File: src/rtl/hsm_pkg.sv
// Package of register map, field layout and pin bundle for the power monitor registers
package hsm_pkg;

    // ==========================================================
    // Register indices (low three bits of the command byte)
    // ==========================================================
    localparam logic [2:0] HSM_ADDR_CFG = 3'h0;
    localparam logic [2:0] HSM_ADDR_IRQ = 3'h1;
    localparam logic [2:0] HSM_ADDR_LIVE = 3'h2;
    localparam logic [2:0] HSM_ADDR_FLT = 3'h3;
    localparam logic [2:0] HSM_ADDR_SHUNT = 3'h4;
    localparam logic [2:0] HSM_ADDR_VOUT = 3'h5;

    // ==========================================================
    // Field positions of behaviour_config
    // ==========================================================
    localparam int HSM_CFG_PINFN_HI = 7;
    localparam int HSM_CFG_PINFN_LO = 6;
    localparam int HSM_CFG_ADC_OFF = 5;
    localparam int HSM_CFG_BCAST_EN = 4;
    localparam int HSM_CFG_SWITCH_ON = 3;
    localparam int HSM_CFG_OC_RETRY = 2;
    localparam int HSM_CFG_UV_RETRY = 1;
    localparam int HSM_CFG_OV_RETRY = 0;

    // Pin function codes in config bits 7:6
    localparam logic [1:0] HSM_PINFN_PBAD_INV = 2'h0;
    localparam logic [1:0] HSM_PINFN_PBAD = 2'h2;
    localparam logic [1:0] HSM_PINFN_OUT = 2'h1;
    localparam logic [1:0] HSM_PINFN_IN = 2'h3;

    // ==========================================================
    // Field positions shared by enables, live flags and faults
    // ==========================================================
    localparam int HSM_B_SW_ON = 7;
    localparam int HSM_B_GPIO = 6;
    localparam int HSM_B_SHORT = 5;
    localparam int HSM_B_CARD = 4;
    localparam int HSM_B_PBAD = 3;
    localparam int HSM_B_OC = 2;
    localparam int HSM_B_UV = 1;
    localparam int HSM_B_OV = 0;
    localparam int HSM_NUM_FLT = 6;

    // ==========================================================
    // Reset values and writable masks
    // ==========================================================
    // Bit 2 (overcurrent retry) is filled from the variant parameter
    localparam logic [7:0] HSM_CFG_RST = 8'h13;
    localparam logic [7:0] HSM_IRQ_RST = 8'h00;
    localparam logic [7:0] HSM_IRQ_MASK = 8'h7F;
    localparam logic [7:0] HSM_FLT_MASK = 8'h3F;
    localparam logic [7:0] HSM_ADC_RST = 8'h00;

    // ==========================================================
    // Shunt short threshold: code above 1 mV at 151 uV per step
    // ==========================================================
    localparam int HSM_SHORT_UV = 1000;
    localparam int HSM_SHUNT_LSB_NV = 151000;
    localparam logic [7:0] HSM_SHORT_CODE = 8'((HSM_SHORT_UV * 1000) / HSM_SHUNT_LSB_NV);

    // Pins from outside the clock domain
    typedef struct packed {
        logic switch_req;
        logic card_detect_n;
        logic output_good_sense;
        logic low_input_threshold;
        logic high_input_threshold;
        logic gpio_in;
    } hsm_pins_s;

    localparam int HSM_NUM_PINS = 6;

endpackage

File: src/rtl/hsm_regs.sv
// Register bank of the power switch monitor: config, alert enables, live flags, faults, ADC readings
// Functional notes
// RQ1 - Config bits 7:6 pick pin function: inverted power bad, power bad, output, input.
// RQ2 - Config bit 5 set halts ADC conversions; resets to zero.
// RQ3 - Broadcast writes accepted only while config bit 4 is one; resets to one.
// RQ4 - Config bit 3 loads switch request pin at debounce end; drives the switch.
// RQ5 - Config bit 2 picks retry or latch-off after overcurrent; reset per variant.
// RQ6 - Config bit 1 picks retry or latch-off after undervoltage; resets to one.
// RQ7 - Config bit 0 picks retry or latch-off after overvoltage; resets to one.
// RQ8 - Enable bits 5:0 gate alerts per fault, reset zero; bit 7 unused.
// RQ9 - Live bit 7 shows switch on.
// RQ10 - Live bit 5 set while shunt reading exceeds 1 mV with switch off.
// RQ11 - Live bit 4 is one while card detect pin is low.
// RQ12 - Live bit 3 is one while output good sense is low.
// RQ13 - Live bit 2 is one during overcurrent cool-down.
// RQ14 - Live bit 1 is one while low input threshold pin is low.
// RQ15 - Live bit 0 is one while high input threshold is high.
// RQ16 - Fault bit 5 latches suspected switch short; fault bits 7:6 reserved.
// RQ17 - Fault bit 4 latches any card detect pin change.
// RQ18 - Fault bit 3 latches output good sense low.
// RQ19 - Fault bit 2 latches overcurrent fault.
// RQ20 - Fault bit 1 latches low threshold falling; bit 0 high threshold rising.
// RQ21 - Shunt register holds latest 8-bit sense conversion.
// RQ22 - Output voltage register holds latest 8-bit conversion.
// RQ23 - Alert pulled low when an enabled fault bit becomes set.
// RQ24 - Register chosen by low three bits of the command byte.
// RQ25 - Fault bits stay until host writes zero; new alert needs a clear first.
// RQ26 - Reserved bits read zero and ignore writes.
`timescale 1ns/1ps

module hsm_regs #(
    parameter bit OC_RETRY_DEFAULT = 1'b0
) (
    // Clock and reset
    input wire logic sys_clk,
    input wire logic rstn,
    // Register access from the serial front end
    input wire logic [7:0] cmd_byte,
    input wire logic wr_stb,
    input wire logic wr_bcast,
    input wire logic [7:0] wr_data,
    input wire logic rd_stb,
    output logic [7:0] rd_data,
    // Alert handshake from the serial front end
    input wire logic alert_release,
    output logic alert_n,
    // Asynchronous pins
    input wire hsm_pkg::hsm_pins_s pins,
    // Power path logic on the same clock
    input wire logic debounce_done,
    input wire logic oc_fault,
    input wire logic oc_cooldown,
    output logic switch_on,
    output logic oc_retry_en,
    output logic uv_retry_en,
    output logic ov_retry_en,
    // Converter
    output logic adc_enable,
    input wire logic adc_valid,
    input wire logic [7:0] adc_shunt_code,
    input wire logic [7:0] adc_vout_code,
    // General purpose pin drive
    output logic gpio_out,
    output logic gpio_oe
);
    import hsm_pkg::*;

    // ==========================================================
    // Pin synchronisers
    // ==========================================================
    logic [HSM_NUM_PINS-1:0] pin_raw;
    logic [HSM_NUM_PINS-1:0] pin_meta_r;
    logic [HSM_NUM_PINS-1:0] pin_sync_r;
    hsm_pins_s pin_s;

    assign pin_raw = pins;

    // Two stages per pin; only the second stage is read
    genvar gi;
    generate
        for (gi = 0; gi < HSM_NUM_PINS; gi++) begin : g_sync
            always_ff @(posedge sys_clk or negedge rstn) begin
                if (!rstn) begin
                    pin_meta_r[gi] <= 1'b0;
                    pin_sync_r[gi] <= 1'b0;
                end else begin
                    pin_meta_r[gi] <= pin_raw[gi];
                    pin_sync_r[gi] <= pin_meta_r[gi];
                end
            end
        end
    endgenerate

    assign pin_s = pin_sync_r;

    // Previous synced levels for edge detection
    // Primed only once the synchronisers and the edge history hold real pin levels,
    // since their reset zeros differ from the idle level of some pins
    logic card_prev_r;
    logic uv_prev_r;
    logic ov_prev_r;
    logic [2:0] prime_r;
    wire primed = prime_r[2];

    always_ff @(posedge sys_clk or negedge rstn) begin
        if (!rstn) begin
            card_prev_r <= 1'b0;
            uv_prev_r <= 1'b0;
            ov_prev_r <= 1'b0;
            prime_r <= 3'h0;
        end else begin
            card_prev_r <= pin_s.card_detect_n;
            uv_prev_r <= pin_s.low_input_threshold;
            ov_prev_r <= pin_s.high_input_threshold;
            prime_r <= {prime_r[1:0], 1'b1};
        end
    end

    // ==========================================================
    // Registers
    // ==========================================================
    logic [7:0] cfg_r;
    logic [7:0] cfg_nxt;
    logic [7:0] irq_r;
    logic [7:0] irq_nxt;
    logic [7:0] flt_r;
    logic [7:0] flt_nxt;
    logic [7:0] shunt_r;
    logic [7:0] shunt_nxt;
    logic [7:0] vout_r;
    logic [7:0] vout_nxt;
    logic [7:0] rd_data_r;
    logic alert_r;
    logic alert_nxt;

    // Write decode; broadcast writes are dropped unless enabled
    wire [2:0] reg_sel = cmd_byte[2:0]; // see RQ24
    wire wr_ok = wr_stb && (!wr_bcast || cfg_r[HSM_CFG_BCAST_EN]); // see RQ3
    wire wr_cfg = wr_ok && (reg_sel == HSM_ADDR_CFG);
    wire wr_irq = wr_ok && (reg_sel == HSM_ADDR_IRQ);
    wire wr_flt = wr_ok && (reg_sel == HSM_ADDR_FLT);
    wire wr_shunt = wr_ok && (reg_sel == HSM_ADDR_SHUNT);
    wire wr_vout = wr_ok && (reg_sel == HSM_ADDR_VOUT);

    // Pin function decode
    wire [1:0] pin_fn = cfg_r[HSM_CFG_PINFN_HI:HSM_CFG_PINFN_LO];
    wire sw_on = cfg_r[HSM_CFG_SWITCH_ON];

    // ==========================================================
    // Live flags
    // ==========================================================
    wire short_now = (shunt_r > HSM_SHORT_CODE) && !sw_on; // see RQ10
    logic [7:0] live;

    assign live[HSM_B_SW_ON] = sw_on; // see RQ9
    assign live[HSM_B_GPIO] = (pin_fn == HSM_PINFN_IN) ? pin_s.gpio_in : 1'b0; // see RQ1
    assign live[HSM_B_SHORT] = short_now;
    assign live[HSM_B_CARD] = !pin_s.card_detect_n; // see RQ11
    assign live[HSM_B_PBAD] = !pin_s.output_good_sense; // see RQ12
    assign live[HSM_B_OC] = oc_cooldown; // see RQ13
    assign live[HSM_B_UV] = !pin_s.low_input_threshold; // see RQ14
    assign live[HSM_B_OV] = pin_s.high_input_threshold; // see RQ15

    // ==========================================================
    // Fault events; pin-based events wait three cycles after reset to avoid a false start
    // ==========================================================
    logic [7:0] flt_set;

    assign flt_set[7:6] = 2'h0; // see RQ16
    assign flt_set[HSM_B_SHORT] = short_now; // see RQ16
    assign flt_set[HSM_B_CARD] = primed && (pin_s.card_detect_n != card_prev_r); // see RQ17
    assign flt_set[HSM_B_PBAD] = primed && !pin_s.output_good_sense; // see RQ18
    assign flt_set[HSM_B_OC] = oc_fault; // see RQ19
    assign flt_set[HSM_B_UV] = primed && uv_prev_r && !pin_s.low_input_threshold; // see RQ20
    assign flt_set[HSM_B_OV] = primed && !ov_prev_r && pin_s.high_input_threshold; // see RQ20

    // ==========================================================
    // Next-state logic
    // ==========================================================
    // Debounce end overrides the switch bit of a host write in the same cycle: the pin has the final word on bit 3
    always_comb begin
        cfg_nxt = wr_cfg ? wr_data : cfg_r; // see RQ2 RQ5 RQ6 RQ7
        if (debounce_done) begin
            cfg_nxt[HSM_CFG_SWITCH_ON] = pin_s.switch_req; // see RQ4
        end
    end

    assign irq_nxt = wr_irq ? (wr_data & HSM_IRQ_MASK) : irq_r; // see RQ8 RQ26

    // Host can only clear; a new event in the same cycle wins
    assign flt_nxt = ((wr_flt ? (flt_r & wr_data) : flt_r) | flt_set) & HSM_FLT_MASK; // see RQ25 RQ26

    // Conversions land over host writes; only host writes change them while the converter is halted
    assign shunt_nxt = (adc_valid && adc_enable) ? adc_shunt_code : (wr_shunt ? wr_data : shunt_r); // see RQ21
    assign vout_nxt = (adc_valid && adc_enable) ? adc_vout_code : (wr_vout ? wr_data : vout_r); // see RQ22

    // New enabled fault raises alert; release only when nothing new arrives
    wire [7:0] flt_new = flt_set & ~flt_r & HSM_FLT_MASK; // see RQ25
    wire alert_fire = |(flt_new[HSM_NUM_FLT-1:0] & irq_r[HSM_NUM_FLT-1:0]); // see RQ23
    assign alert_nxt = alert_fire ? 1'b1 : (alert_release ? 1'b0 : alert_r);

    // Registers
    always_ff @(posedge sys_clk or negedge rstn) begin
        if (!rstn) begin
            cfg_r <= HSM_CFG_RST | (OC_RETRY_DEFAULT ? 8'h04 : 8'h00); // see RQ5
            irq_r <= HSM_IRQ_RST;
            flt_r <= 8'h00;
            shunt_r <= HSM_ADC_RST;
            vout_r <= HSM_ADC_RST;
            alert_r <= 1'b0;
        end else begin
            cfg_r <= cfg_nxt;
            irq_r <= irq_nxt;
            flt_r <= flt_nxt;
            shunt_r <= shunt_nxt;
            vout_r <= vout_nxt;
            alert_r <= alert_nxt;
        end
    end

    // ==========================================================
    // Read path; unmapped indices read zero
    // ==========================================================
    logic [7:0] rd_mux;

    always_comb begin
        unique case (reg_sel)
            HSM_ADDR_CFG: rd_mux = cfg_r;
            HSM_ADDR_IRQ: rd_mux = irq_r;
            HSM_ADDR_LIVE: rd_mux = live;
            HSM_ADDR_FLT: rd_mux = flt_r;
            HSM_ADDR_SHUNT: rd_mux = shunt_r;
            HSM_ADDR_VOUT: rd_mux = vout_r;
            default: rd_mux = 8'h00; // see RQ26
        endcase
    end

    // Read data sampled on the strobe and held
    always_ff @(posedge sys_clk or negedge rstn) begin
        if (!rstn) begin
            rd_data_r <= 8'h00;
        end else if (rd_stb) begin
            rd_data_r <= rd_mux;
        end
    end

    // ==========================================================
    // Outputs
    // ==========================================================
    assign rd_data = rd_data_r;
    assign alert_n = !alert_r;
    assign switch_on = sw_on; // see RQ4
    assign oc_retry_en = cfg_r[HSM_CFG_OC_RETRY]; // see RQ5
    assign uv_retry_en = cfg_r[HSM_CFG_UV_RETRY]; // see RQ6
    assign ov_retry_en = cfg_r[HSM_CFG_OV_RETRY]; // see RQ7
    assign adc_enable = !cfg_r[HSM_CFG_ADC_OFF]; // see RQ2

    // Pin drive per function; input mode releases the pin
    always_comb begin
        unique case (pin_fn)
            HSM_PINFN_PBAD_INV: gpio_out = !live[HSM_B_PBAD]; // see RQ1
            HSM_PINFN_PBAD: gpio_out = live[HSM_B_PBAD];
            HSM_PINFN_OUT: gpio_out = irq_r[HSM_B_GPIO];
            HSM_PINFN_IN: gpio_out = 1'b0;
        endcase
    end
    assign gpio_oe = (pin_fn != HSM_PINFN_IN); // see RQ1

endmodule // hsm_regs

File: config.mk
export PLATFORM = sky130hd
export DESIGN_NAME = hsm_regs
export DESIGN_NICKNAME = d
export VERILOG_FILES = /design/src/rtl/hsm_pkg.sv /design/src/rtl/hsm_regs.sv
export SDC_FILE = /design/constraint.sdc
export NUM_CORES = 1
export LEC_CHECK = 0
export BUFFER_PORTS_ARGS = -buffer_cell sky130_fd_sc_hd__buf_2
export CAP_MARGIN = 20
export CORE_UTILIZATION = 30
export DETAILED_ROUTE_END_ITERATION = 10
export GPL_TIMING_DRIVEN = 0
export PLACE_DENSITY_LB_ADDON = 0.3
export RECOVER_POWER = 25
export REMOVE_ABC_BUFFERS = 1
export SLEW_MARGIN = 20
export SYNTH_ARGS = -nofsm -noshare
export SYNTH_HDL_FRONTEND = slang
export SYNTH_SLANG_ARGS = --single-unit
File: constraint.sdc
create_clock -name sys_clk -period 4.37 [get_ports sys_clk]
set_input_delay 0.6555 -clock sys_clk [delete_from_list [all_inputs] [get_ports sys_clk]]
set_output_delay 0.6555 -clock sys_clk [all_outputs]
set_load 0.01 [all_outputs]
---- After elaboration in Yosys (flattened, before gate mapping) ----
Cells that the tools add are included.
word-level totals
  register bits after elaboration ......... 64
  latch bits .............................. 0
  RAM bits ................................ 0
  memory bits (read-only) ................. 0
  input bits .............................. 48
  output and inout bits ................... 16
  word-level logic and storage cells ...... 82
  memories kept ........................... 0
cells by class
  add/sub/neg operators ................... 0
  multiply operators ...................... 0
  div/mod/pow operators ................... 0
  magnitude comparators ................... 1
  eq/ne operators ......................... 10
  shifts and indexed selects .............. 0
  mux-type cells .......................... 12
  bitwise logic cells ..................... 5
  reduce and logical (&&, ||, !) cells .... 30
operators by type and width
  cell                  count
  $pmux W8 S6           1
  $mux W8               4
  $and A6 B6 Y6         3
  $logic_and A1 B1 Y1   14
  $gt A8 B3 Y1 const B  1
  $logic_not A1 Y1      8
  $reduce_bool A2 Y1    4
  $eq A3 B2 Y1 const B  2
  $eq A3 B3 Y1 const B  2
  $mux W6               1
  $not A6 Y6            1
  $or A6 B6 Y6          1
  $reduce_or A6 Y1      1
  $eq A2 B2 Y1 const B  2
  $mux W1               4
  $mux W4               1
  $pmux W1 S4           1
  $eq A3 B1 Y1 const B  1
  $logic_not A3 Y1      1
  $eq A2 B1 Y1 const B  1
  $logic_not A2 Y1      1
  $ne A2 B2 Y1 const B  1
  $logic_or A1 B1 Y1    1
  $ne A1 B1 Y1          1

---- Longest topological paths before layout ----
Gate-level depths: netlist of run 1.
  depth after elaboration ................. 7
  gate-level depth with buffers ........... 6
  gate-level depth less buffers ........... 4

---- Least setup slack after synthesis of run 1 ----
Ideal clock, no wire load.
  path type ............................... input port to flip-flop
  start point ............................. in cmd_byte[2]
  end point ............................... reg rd_data_r[5], in the netlist rd_data[5]
  setup time .............................. 0.125 ns
  arrival time ............................ 1.581 ns
  data required time ...................... 4.245 ns
  setup slack ............................. 2.664 ns
  cell stages on the path ................. 6
  buffers on the path ..................... 2
  cell sequence ........................... buf_6 > buf_6 > and2_4 > a211oi_2 > o221ai_1 > mux2_4
between the ends
  word-level cells in the longest chain between the ends .. 2
  elaborated cells on any way between the ends .. 7
  classes of those cells .................. 5 x eq/ne; 1 x mux; 1 x reduce/logical
RTL lines
  element                                     line             RTL
  start: declaration                          hsm_regs.sv:38   input wire logic [7:0] cmd_byte,
  $eq A3 B3 Y1, or another cell as far along  hsm_regs.sv:227  unique case (reg_sel)
  $pmux W8 S6 *                               hsm_regs.sv:227
  end signal: assignment                      hsm_regs.sv:243  rd_data_r <= rd_mux;
  end: declaration                            hsm_regs.sv:132  logic [7:0] rd_data_r;
Every way passes the cells marked *; elsewhere a longest branch is shown, timed or not.
A chain may end at the register's enable or synchronous reset.

---- Final worst setup path of run 1 ----
  start point ............................. reg cfg_r[7]
  end point ............................... out gpio_out
between the ends
  word-level cells in the longest chain between the ends .. 2
  elaborated cells on any way between the ends .. 5
  classes of those cells .................. 3 x eq/ne; 1 x mux; 1 x reduce/logical
RTL lines
  element                                     line             RTL
  start: declaration                          hsm_regs.sv:122  logic [7:0] cfg_r;
  start signal: assignment                    hsm_regs.sv:205  cfg_r <= HSM_CFG_RST | (OC_RETRY_DEFAULT ? 8'h04 : 8'h00);
  start signal: assignment                    hsm_regs.sv:212  cfg_r <= cfg_nxt;
  $eq A2 B2 Y1, or another cell as far along  hsm_regs.sv:260  unique case (pin_fn)
  $pmux W1 S4 *                               hsm_regs.sv:260
  end: declaration                            hsm_regs.sv:63   output logic gpio_out,
Marked as above.

==> key figures, run 1 <==
Final layout
  • # fillers: ~930
  • Syn-to-layout area delta: 22.4%
  • Post-route cell area: 0.00362 mm^2
  • Post-Layout Cell Count: ~440
  • N_diodes: 0
  • FF+latch area: ~0.0016 mm^2
  • Nets: 358
  • Share of cells above drive strength 1: 33.7%
  • Multi-input gate area: 0.00124 mm^2

Floorplan
  • Die Span Y: 101 um
  • Die Width: 101 um
  • FP Rows: 35
  • IO Count: 64
  • Initial Util: a little under a third
  • DIE AREA: between 0.01 and 0.015 mm^2
  • Core area: around 0.0094 mm^2

Timing
  • Hold Vio Cnt, Final: 0
  • Final period util: between 40 and 50%
  • Number of setup violations in the final report: 0
  • Hold Slack: roughly 0.35 ns
  • Setup_tns: 0 ns
  • Minimum clock period: approximately 1.9 ns
  • Worst-margin pin slew: 1.13 ns
  • Layout Skew: ~0.0090 ns
  • Fmax: ~520 MHz
  • Max Slew Vio Count: 0
  • Unrepaired setup endpoints after global routing: false
  • Max_slew headroom: between 20% and 30%

Global route
  • Initial antenna violation count: 0
  • Global-route wire length before repair: 11200 um
  • Total congestion overflow: 0
  • Vias in the first global route: 2111
  • Largest net degree at the start of global routing: 47
  • Total global routing track utilization: around 15%

Place
  • Gpl congestion: slightly below 0.8
  • Dpl cells: 428
  • Placed instance area: 0.00336 mm^2
  • Port-buffer cells: between 50 and 60
  • Final HPWL DP: ~5100 um

Worst setup path
  • CP Class: reg -> out
  • Worst path max stage delay: 0.45 ns
  • CP cell instances: xnor2_1, o21ai_0, buf_2
  • CP Launch Type: flip-flop
  • Buf+Inv Stages, Crit Path: 1
  • Delay-heaviest family, CP: flip-flops
  • Critical path endpoint category: primary output
  • CP Data Arrival Time: 1.26 ns
  • Crit path max fanout: 6
  • Data required, critical path: between 3 and 4 ns
  • Slowest cell on the critical path: dfrtp_1

Clocking
  • # Post-CTS Setup Buffers: 0
  • Clk Latency, worst-skew pair: 0.34 ns
  • Worst-path clk slew: approximately 0.070 ns
  • Clock buffer count from CTS: 9
  • Hold-fix buffers at CTS: 0
  • Htree depth: 3
  • Clk sinks: 64
  • Post_cts resized: 0
  • CTS tree: built
  • Root Driver: clkbuf_8
  • CTS max path bufs: 2

Detailed routing
  • Pre-antenna DRT Iters: 4
  • Drt via density: around 4.7
  • Wirelength per Cell: about 16 um
  • Antenna viol nets, final: 0
  • Drt total wl: 7050 um
  • DR iter-0 viols: ~110
  • # DRC: 0
  • Via count: between 2000 and 2500

Pwr
  • Psw: between 400 and 500 uW
  • Pwr per Cell Area: roughly 490 mW/mm^2
  • IR drop worst, VDD: between 0.1 and 0.15 mV
  • Comb power frac: 18.2%
  • Clock network fraction of design power: ~38%
  • Net switching fraction of the power: about a quarter
  • Leakage Power: approximately 0.0017 uW
  • Total internal power: 1320 uW
  • Power Total: between 1500 and 2000 uW
  • Seq pwr share: between 40% and 50%

Synthesis
  • Post-synth EDFFs: 0
  • Yosys cell types: 51
  • Yosys reg bits: 64
  • Post-Synth XOR/XNOR Area: 0.592%
  • Compound-Gate Fraction of Synth Area: a little under an eighth
  • Yosys top cell by area: dfrtp_1
  • Synth top cells by count: dfrtp_1, mux2i_1, nand2_1
  • Syn Inst Count: ~250
  • Synth top area cells: dfrtp_1, mux2i_1, mux2_2, o21ai_0, dfstp_2
  • Count leader, synth: dfrtp_1
  • Sequential area share after synthesis: 54.3%
  • Post-synth top area share: between 50 and 60%
  • Simple-gate share of the synthesized area: 13.8%
  • Largest family of logic cells by synthesized area: multiplexers
  • Yosys warning total: 0
  • Average size of a mapped cell: 11.7 um^2
  • Synth Flop Type: dfrtp_1
  • Syn Std Cell Area: about 0.0030 mm^2
  • Mux cell area share after synthesis: between 15 and 20%
  • Synth Area in Adders: 0%
  • Share of synthesized flip-flops with an asynchronous set or reset: 100%

Job
  • Max cap viols: 0

Hold path
  • Hold Crit Class: reg -> reg

Run status
  • Run status: finished, final reports clean
==> cell type report <==
class,count,area share [%]
inverters,7,0.726
repair buffers,59,8.74
well taps,129,4.46
flip-flops and latches,64,44.3
multi-input cells,169,34.3
clock inverters,6,3.59
clock buffers,10,3.80
==> state kept, by name, indices dropped and copies added (netlist names) <==
name,flops
rd_data,8
flt_r,6
pin_meta_r,6
alert_r,1
pin_s,5
prime_r,3
uv_prev_r,1
cfg_r,8
vout_r,8
shunt_r,8
live,1
irq_r,7
card_prev_r,1
ov_prev_r,1
==> metrics by stage <==
stage	utilization, %	setup WS, ns
finish	38.5	2.45
global route	38.5	2.37
CTS	38.5	2.41
detailed placement	35.7	2.10
global placement	35.3	2.14
floorplan	-	2.74
==> cells in the final DEF, fill, tap and decap left out, types with 4 or more instances in the layout <==
cell type	synthesis	layout
mux2i_1	21	21
bufinv_16	0	4
o21ai_0	18	18
nor2b_1	4	4
dfrtp_1	61	61
clkbuf_8	0	10
inv_1	7	7
nand2_1	19	19
nand2b_1	8	8
buf_2	6	57
nor2_1	16	16
a21oi_1	15	15
mux2_2	17	17
==> power groups by stage <==
stage / Combinational, uW / Clock (uW) / Sequential, uW
after global routing: 365 / 726 / 805
final: 325 / 676 / 788
after global placement: 321 / 0 / 793
after CTS: 331 / 692 / 789
after detailed placement: 329 / 0 / 800
after floorplan: 200 / 0 / 780
==> kinds of logic (layout without fill, tap and decap cells) <==
group,count (synthesis),after routing
buffers and inverters,20,82
muxes,41,41
xor gates and xnor gates,2,2
other,1,1
AOI/OAI and AO/OA,56,56
and+or+nand+nor,69,69
DFF,64,64
==> per-layer routing <==
layer	GRT usage (%)	part of all wire [%]	up-vias
met4	5.69	1.4	0
met5	0	0	-
met2	23.0	45	46
met1	20.6	49	993
met3	4.28	4.5	6
li1	-	-	1027
==> path summary, 6_finish.rpt <==
path / from / cells past startpoint / endpoint / slack, ns
hold reg to reg: prime_r[0] / 0 / prime_r[1] / 0.35
max in group asynchronous: rstn / 2 / cfg_r[4] / 3.02
hold / removal: prime_r[0] / 0 / prime_r[1] / 0.35
setup / recovery: cfg_r[7] / 3 / gpio_out / 2.45
min in group asynchronous: rstn / 1 / pin_meta_r[4] / 0.50
setup reg to reg: cfg_r[4] / 4 / vout_r[7] / 2.53
Power figures use the tool's default switching activity.
==> run 2, diff against run 1 <==
- clock period: 4.37 -> 1.5 ns (I/O delays scaled with it)
==> run 2 against run 1 <==
Against the previous run:
- global-route usage is 0.25 points higher
- routed wire length is 1.7% higher
- combinational power grew to 3.1 times the previous value
- worst hold slack worse by 0.26 ns
- non-clock buffer count is 12 higher
- total power grew to 3.0 times the previous value
- critical path depth is 1 higher
- via count is 2.6% higher
==> key figures, run 2 (synthesis gave the netlist of run 1 again) <==
Run status
  • Run status: finished, final reports clean

Detailed routing
  • Drt total wl: 7160 um
  • # DRC: 0
  • M1 WL: 3510 um
  • Met3 wire length: between 300 and 400 um
  • Met2 routed WL: 3230 um
  • Drt via density: 4.66
  • Antenna viol nets, final: 0
  • DR iter-0 viols: 121
  • Highest Signal Layer: met4
  • Wirelength per Cell: approximately 16 um
  • Pre-antenna DRT Iters: 4
  • Via count: 2126

Clocking
  • CTS tree: built
  • Worst-path clk slew: ~0.070 ns
  • Clk sinks: 64
  • Htree depth: 3
  • CTS max path bufs: 2
  • Clock buffer count from CTS: 9
  • Root Driver: clkbuf_8
  • Clk Latency, worst-skew pair: 0.34 ns

Pwr
  • Leakage Power: 0.00174 uW
  • IR drop worst, VDD: about 0.44 mV
  • Pwr per Cell Area: between 1000 and 1500 mW/mm^2

Final layout
  • Share of cells above drive strength 1: a little over a third
  • Syn-to-layout area delta: 27.4%
  • Most frequent cells in the layout: dfrtp_1, buf_2, mux2i_1
  • Most common cell after layout, fill and taps aside: dfrtp_1
  • Nets: 370
  • N_diodes: 0
  • Post-Layout Cell Count: about 460

Worst setup path
  • Crit path max fanout: 8
  • CP Data Arrival Time: about 1.7 ns
  • Data required, critical path: 1.71 ns
  • CP Class: reg -> reg
  • CP Launch Type: flip-flop
  • Critical path endpoint category: flip-flop

Floorplan
  • DIE AREA: 0.0103 mm^2
  • Die Span Y: ~100 um
  • Core area: between 0.009 and 0.01 mm^2
  • FP Rows: 35
  • Initial Util: approximately a third
  • Die Width: approximately 100 um
  • IO Count: 64

Timing
  • Worst-margin pin slew: 0.646 ns
  • Max_slew headroom: a little under three fifths
  • Max Slew Vio Count: 0
  • Fmax: approximately 680 MHz
  • Hold Vio Cnt, Final: 0
  • Minimum clock period: roughly 1.5 ns
  • Final period util: between 90% and 100%
  • Layout Skew: 0.0105 ns
  • Number of setup violations in the final report: 0
  • Setup_tns: 0 ns
  • Unrepaired setup endpoints after global routing: true

Global route
  • Vias in the first global route: between 2000 and 2500
  • Global-route wire length before repair: approximately 11000 um
  • Initial antenna violation count: 0
  • Total global routing track utilization: between 10% and 20%
  • Largest net degree at the start of global routing: between 40 and 50
  • Total congestion overflow: 0

Place
  • Dpl cells: 428
  • Gpl congestion: 0.782
  • Final HPWL DP: 5140 um
  • Port-buffer cells: a little under 60

Hold path
  • Hold Crit Class: in -> reg

Job
  • Max cap viols: 0
-- run 2: changes by cell type in the layout (fill, tap and decap cells not counted), sizes merged --
cell and delta:
buf +5, dlygate4sd3 +7
-- run 2: timing repair --
item                                    CTS  global route
setup buffers                             2             3
endpoints found under the setup margin   38            18
hold buffers                              7             0
pin swaps                                 2             7
resized for setup                         7             4
cloned                                    0             0
hold endpoints to repair                 24             0
-- run 2: worst paths after layout --
path                          startpoint  cells past startpoint  slack [ns]            end
max in group asynchronous           rstn                      3        0.45       cfg_r[4]
min reg2reg                   prime_r[0]                      0        0.35     prime_r[1]
min in group asynchronous           rstn                      2        0.39  pin_meta_r[4]
max                             cfg_r[4]                      4        0.03      vout_r[7]
max reg2reg                     cfg_r[4]                      4        0.03      vout_r[7]
min                        debounce_done                      2        0.09       cfg_r[3]
-- run 2: through the flow --
| stage | utilization, % | setup slack (ns) | area [um^2] | hold WS, ns | power, uW |
|---|---|---|---|---|---|
| 3_3_place_gp | 35.3 | -0.300 | 3330 | 0.332 | 3250 |
| 6_report | 40.0 | 0.0349 | 3770 | 0.0873 | 5300 |
| 3_5_place_dp | 35.7 | -0.346 | 3360 | 0.125 | 3290 |
| 4_1_cts | 39.7 | 0.00463 | 3740 | 0.0708 | 5320 |
| 5_1_grt | 40.0 | -0.0351 | 3770 | 0.0894 | 5610 |
| 2_1_floorplan | - | -0.0344 | 2880 | -0.0706 | 2850 |
-- run 2: cell type report --
class	count	area (um^2)
Fill cell	917	5650
Sequential cell	64	1610
Multi-Input combinational cell	169	1280
Timing Repair Buffer	71	429
Tap cell	129	161
Clock buffer	10	138
Clock inverter	6	130
Inverter	7	26.3
-- run 2: per-layer routing --
metal  up-vias  GRT usage (%)
met4         0           5.69
met5         -              0
met1      1020           21.2
met3         6           4.28
li1       1049              -
met2        51           23.1
-- run 2: worst max-delay path, cell delays in order (launching register included) --
cell and delay (ns):
dfstp_2 0.54, nand2b_4 0.20, nand4_4 0.26, mux2i_1 0.26, a21oi_1 0.08
-- run 2: power breakdown --
group | total, uW | switching, uW | internal [uW]
Combinational | 1020 | 497 | 527
Sequential | 2310 | 250 | 2060
Clock | 1970 | 656 | 1310
Total | 5300 | 1400 | 3900
==> run 3, diff against run 2 <==
- CORE_ASPECT_RATIO: default -> 0.8
==> run 3 against run 2 <==
Against the previous run:
- register-to-register slack about the same
- highest routed layer unchanged
- via count rose by 3.6%
- fmax decreased by 0.31%
- routed wire length up 5.6%
- non-clock buffer count fell by 2
==> key figures, run 3 (synthesis gave the netlist of run 1 again) <==
Global route
  • Initial antenna violation count: 0
  • Largest net degree at the start of global routing: 50
  • Total global routing track utilization: around 16%
  • Vias in the first global route: between 2000 and 2500
  • Global-route wire length before repair: 12700 um
  • Total congestion overflow: 0

Timing
  • Hold Vio Cnt, Final: 0
  • Worst-margin pin slew: between 0.6 and 0.7 ns
  • Number of setup violations in the final report: 0
  • Minimum clock period: around 1.5 ns
  • Hold Slack: approximately 0.0084 ns
  • Layout Skew: between 0.004 and 0.005 ns
  • Setup_tns: 0 ns
  • Fmax: between 600 and 700 MHz
  • Max Slew Vio Count: 0
  • Max_slew headroom: 57.9%
  • Unrepaired setup endpoints after global routing: true
  • Final period util: 98.0%

Worst setup path
  • Data required, critical path: ~1.7 ns
  • CP Launch Point: cfg_r[4]
  • Worst R2R Path Depth: 4
  • CP Data Arrival Time: approximately 1.7 ns
  • Crit path max fanout: 8
  • Reg2Reg Capture Point: vout_r[4]
  • CP Class: reg -> reg
  • Critical path endpoint category: flip-flop
  • Reg-to-reg slack, setup: just over 0.03 ns
  • Worst Setup EP: vout_r[4]
  • CP Launch Type: flip-flop
  • Reg2reg start: cfg_r[4]

Final layout
  • Share of cells above drive strength 1: 34.5%
  • Most frequent cells in the layout: dfrtp_1, buf_2, mux2i_1
  • Post-route cell area: between 0.003 and 0.004 mm^2
  • Most common cell after layout, fill and taps aside: dfrtp_1
  • Nets: between 300 and 400
  • Syn-to-layout area delta: 26.4%
  • # fillers: slightly below 1000
  • N_diodes: 0

Floorplan
  • Die Span Y: slightly above 90 um
  • Die Width: approximately 110 um
  • IO Count: 64
  • Core area: 0.00961 mm^2
  • Initial Util: 30.8%
  • DIE AREA: 0.0103 mm^2
  • FP Rows: 32

Pwr
  • Pwr per Cell Area: approximately 1400 mW/mm^2
  • Leakage Power: 0.00173 uW
  • Clock network fraction of design power: 35.6%
  • Comb power frac: slightly below 20%
  • Psw: 1480 uW
  • Seq pwr share: between 40 and 50%
  • Total internal power: 3730 uW
  • Power Total: about 5200 uW
  • Net switching fraction of the power: 28.4%
  • IR drop worst, VDD: slightly above 0.5 mV

Clocking
  • CTS tree: built
  • CTS max path bufs: 2
  • Htree depth: 3
  • Clock buffer count from CTS: 9
  • Worst-path clk slew: roughly 0.050 ns
  • Clk Latency, worst-skew pair: ~0.32 ns
  • Root Driver: clkbuf_16
  • Clk sinks: 64

Detailed routing
  • Drt via density: 4.96
  • # DRC: 0
  • Antenna viol nets, final: 0
  • Wirelength per Cell: between 15 and 20 um
  • Via count: 2203
  • Pre-antenna DRT Iters: 4
  • Drt total wl: 7570 um
  • DR iter-0 viols: around 100

Place
  • Gpl congestion: between 0.8 and 0.9
  • Placed instance area: approximately 0.0033 mm^2
  • Port-buffer cells: slightly below 60
  • Final HPWL DP: approximately 5400 um

Run status
  • Run status: finished, final reports clean

Hold path
  • Hold Crit Class: in -> reg

Job
  • Max cap viols: 0
run 3: power groups by stage:
stage | clock network, uW | registers, uW | logic (uW)
3_5_place_dp | 0 | 2340 | 964
3_3_place_gp | 0 | 2330 | 939
4_1_cts | 1910 | 2310 | 1010
6_report | 1860 | 2330 | 1030
2_1_floorplan | 0 | 2270 | 582
5_1_grt | 1980 | 2370 | 1150
run 3: critical path: stages (launching register included):
cell      delay, ns
dfstp_2        0.53
nand2b_4       0.19
nand4_4        0.26
mux2i_1        0.27
a21oi_1        0.08
run 3: through the flow:
step | setup WS, ns | cells | utilization [%]
after floorplan | -0.0344 | 240 | -
after global placement | -0.322 | 417 | 34.5
after detailed placement | -0.344 | 418 | 34.8
after CTS | 0.0191 | 443 | 38.7
after global routing | -0.0674 | 444 | 38.9
final | 0.0303 | 444 | 38.9
run 3: what timing repair did:
| item | CTS | global route |
|---|---|---|
| endpoints found under the setup margin | 37 | 21 |
| pin swaps | 2 | 6 |
| resized for setup | 5 | 13 |
| hold buffers | 6 | 0 |
| endpoints found under the hold margin | 19 | 0 |
| buffers inserted | 3 | 1 |
run 3: routing by layer:
metal  routed length [um]  GRT usage [%]
met4                  133           5.70
met2                 3150           23.4
met1                 3890           23.5
met3                  398           4.36
met5                    0              0
run 3: layout make-up:
cell class,count,area [um^2],area share (%)
repair buffers,69,414,11.1
well taps,119,149,3.98
inverters,7,26.3,0.703
flip-flops and latches,64,1610,42.9
clock buffers,12,246,6.59
multi-input cells,169,1280,34.2
clock inverters,4,20.0,0.535
run 3: worst min-delay path by stage:
stage / start / endpoint / slack (ns) / cells after the start
after floorplan: rstn / alert_r / -0.07 / 0
final: pins[4] / pin_meta_r[4] / 0.008 / 1
after CTS: pins[4] / pin_meta_r[4] / 0.002 / 1
after global placement: prime_r[0] / prime_r[1] / 0.33 / 0
after detailed placement: rstn / pin_s[5] / 0.11 / 1
after global routing: pins[4] / pin_meta_r[4] / 0.003 / 1
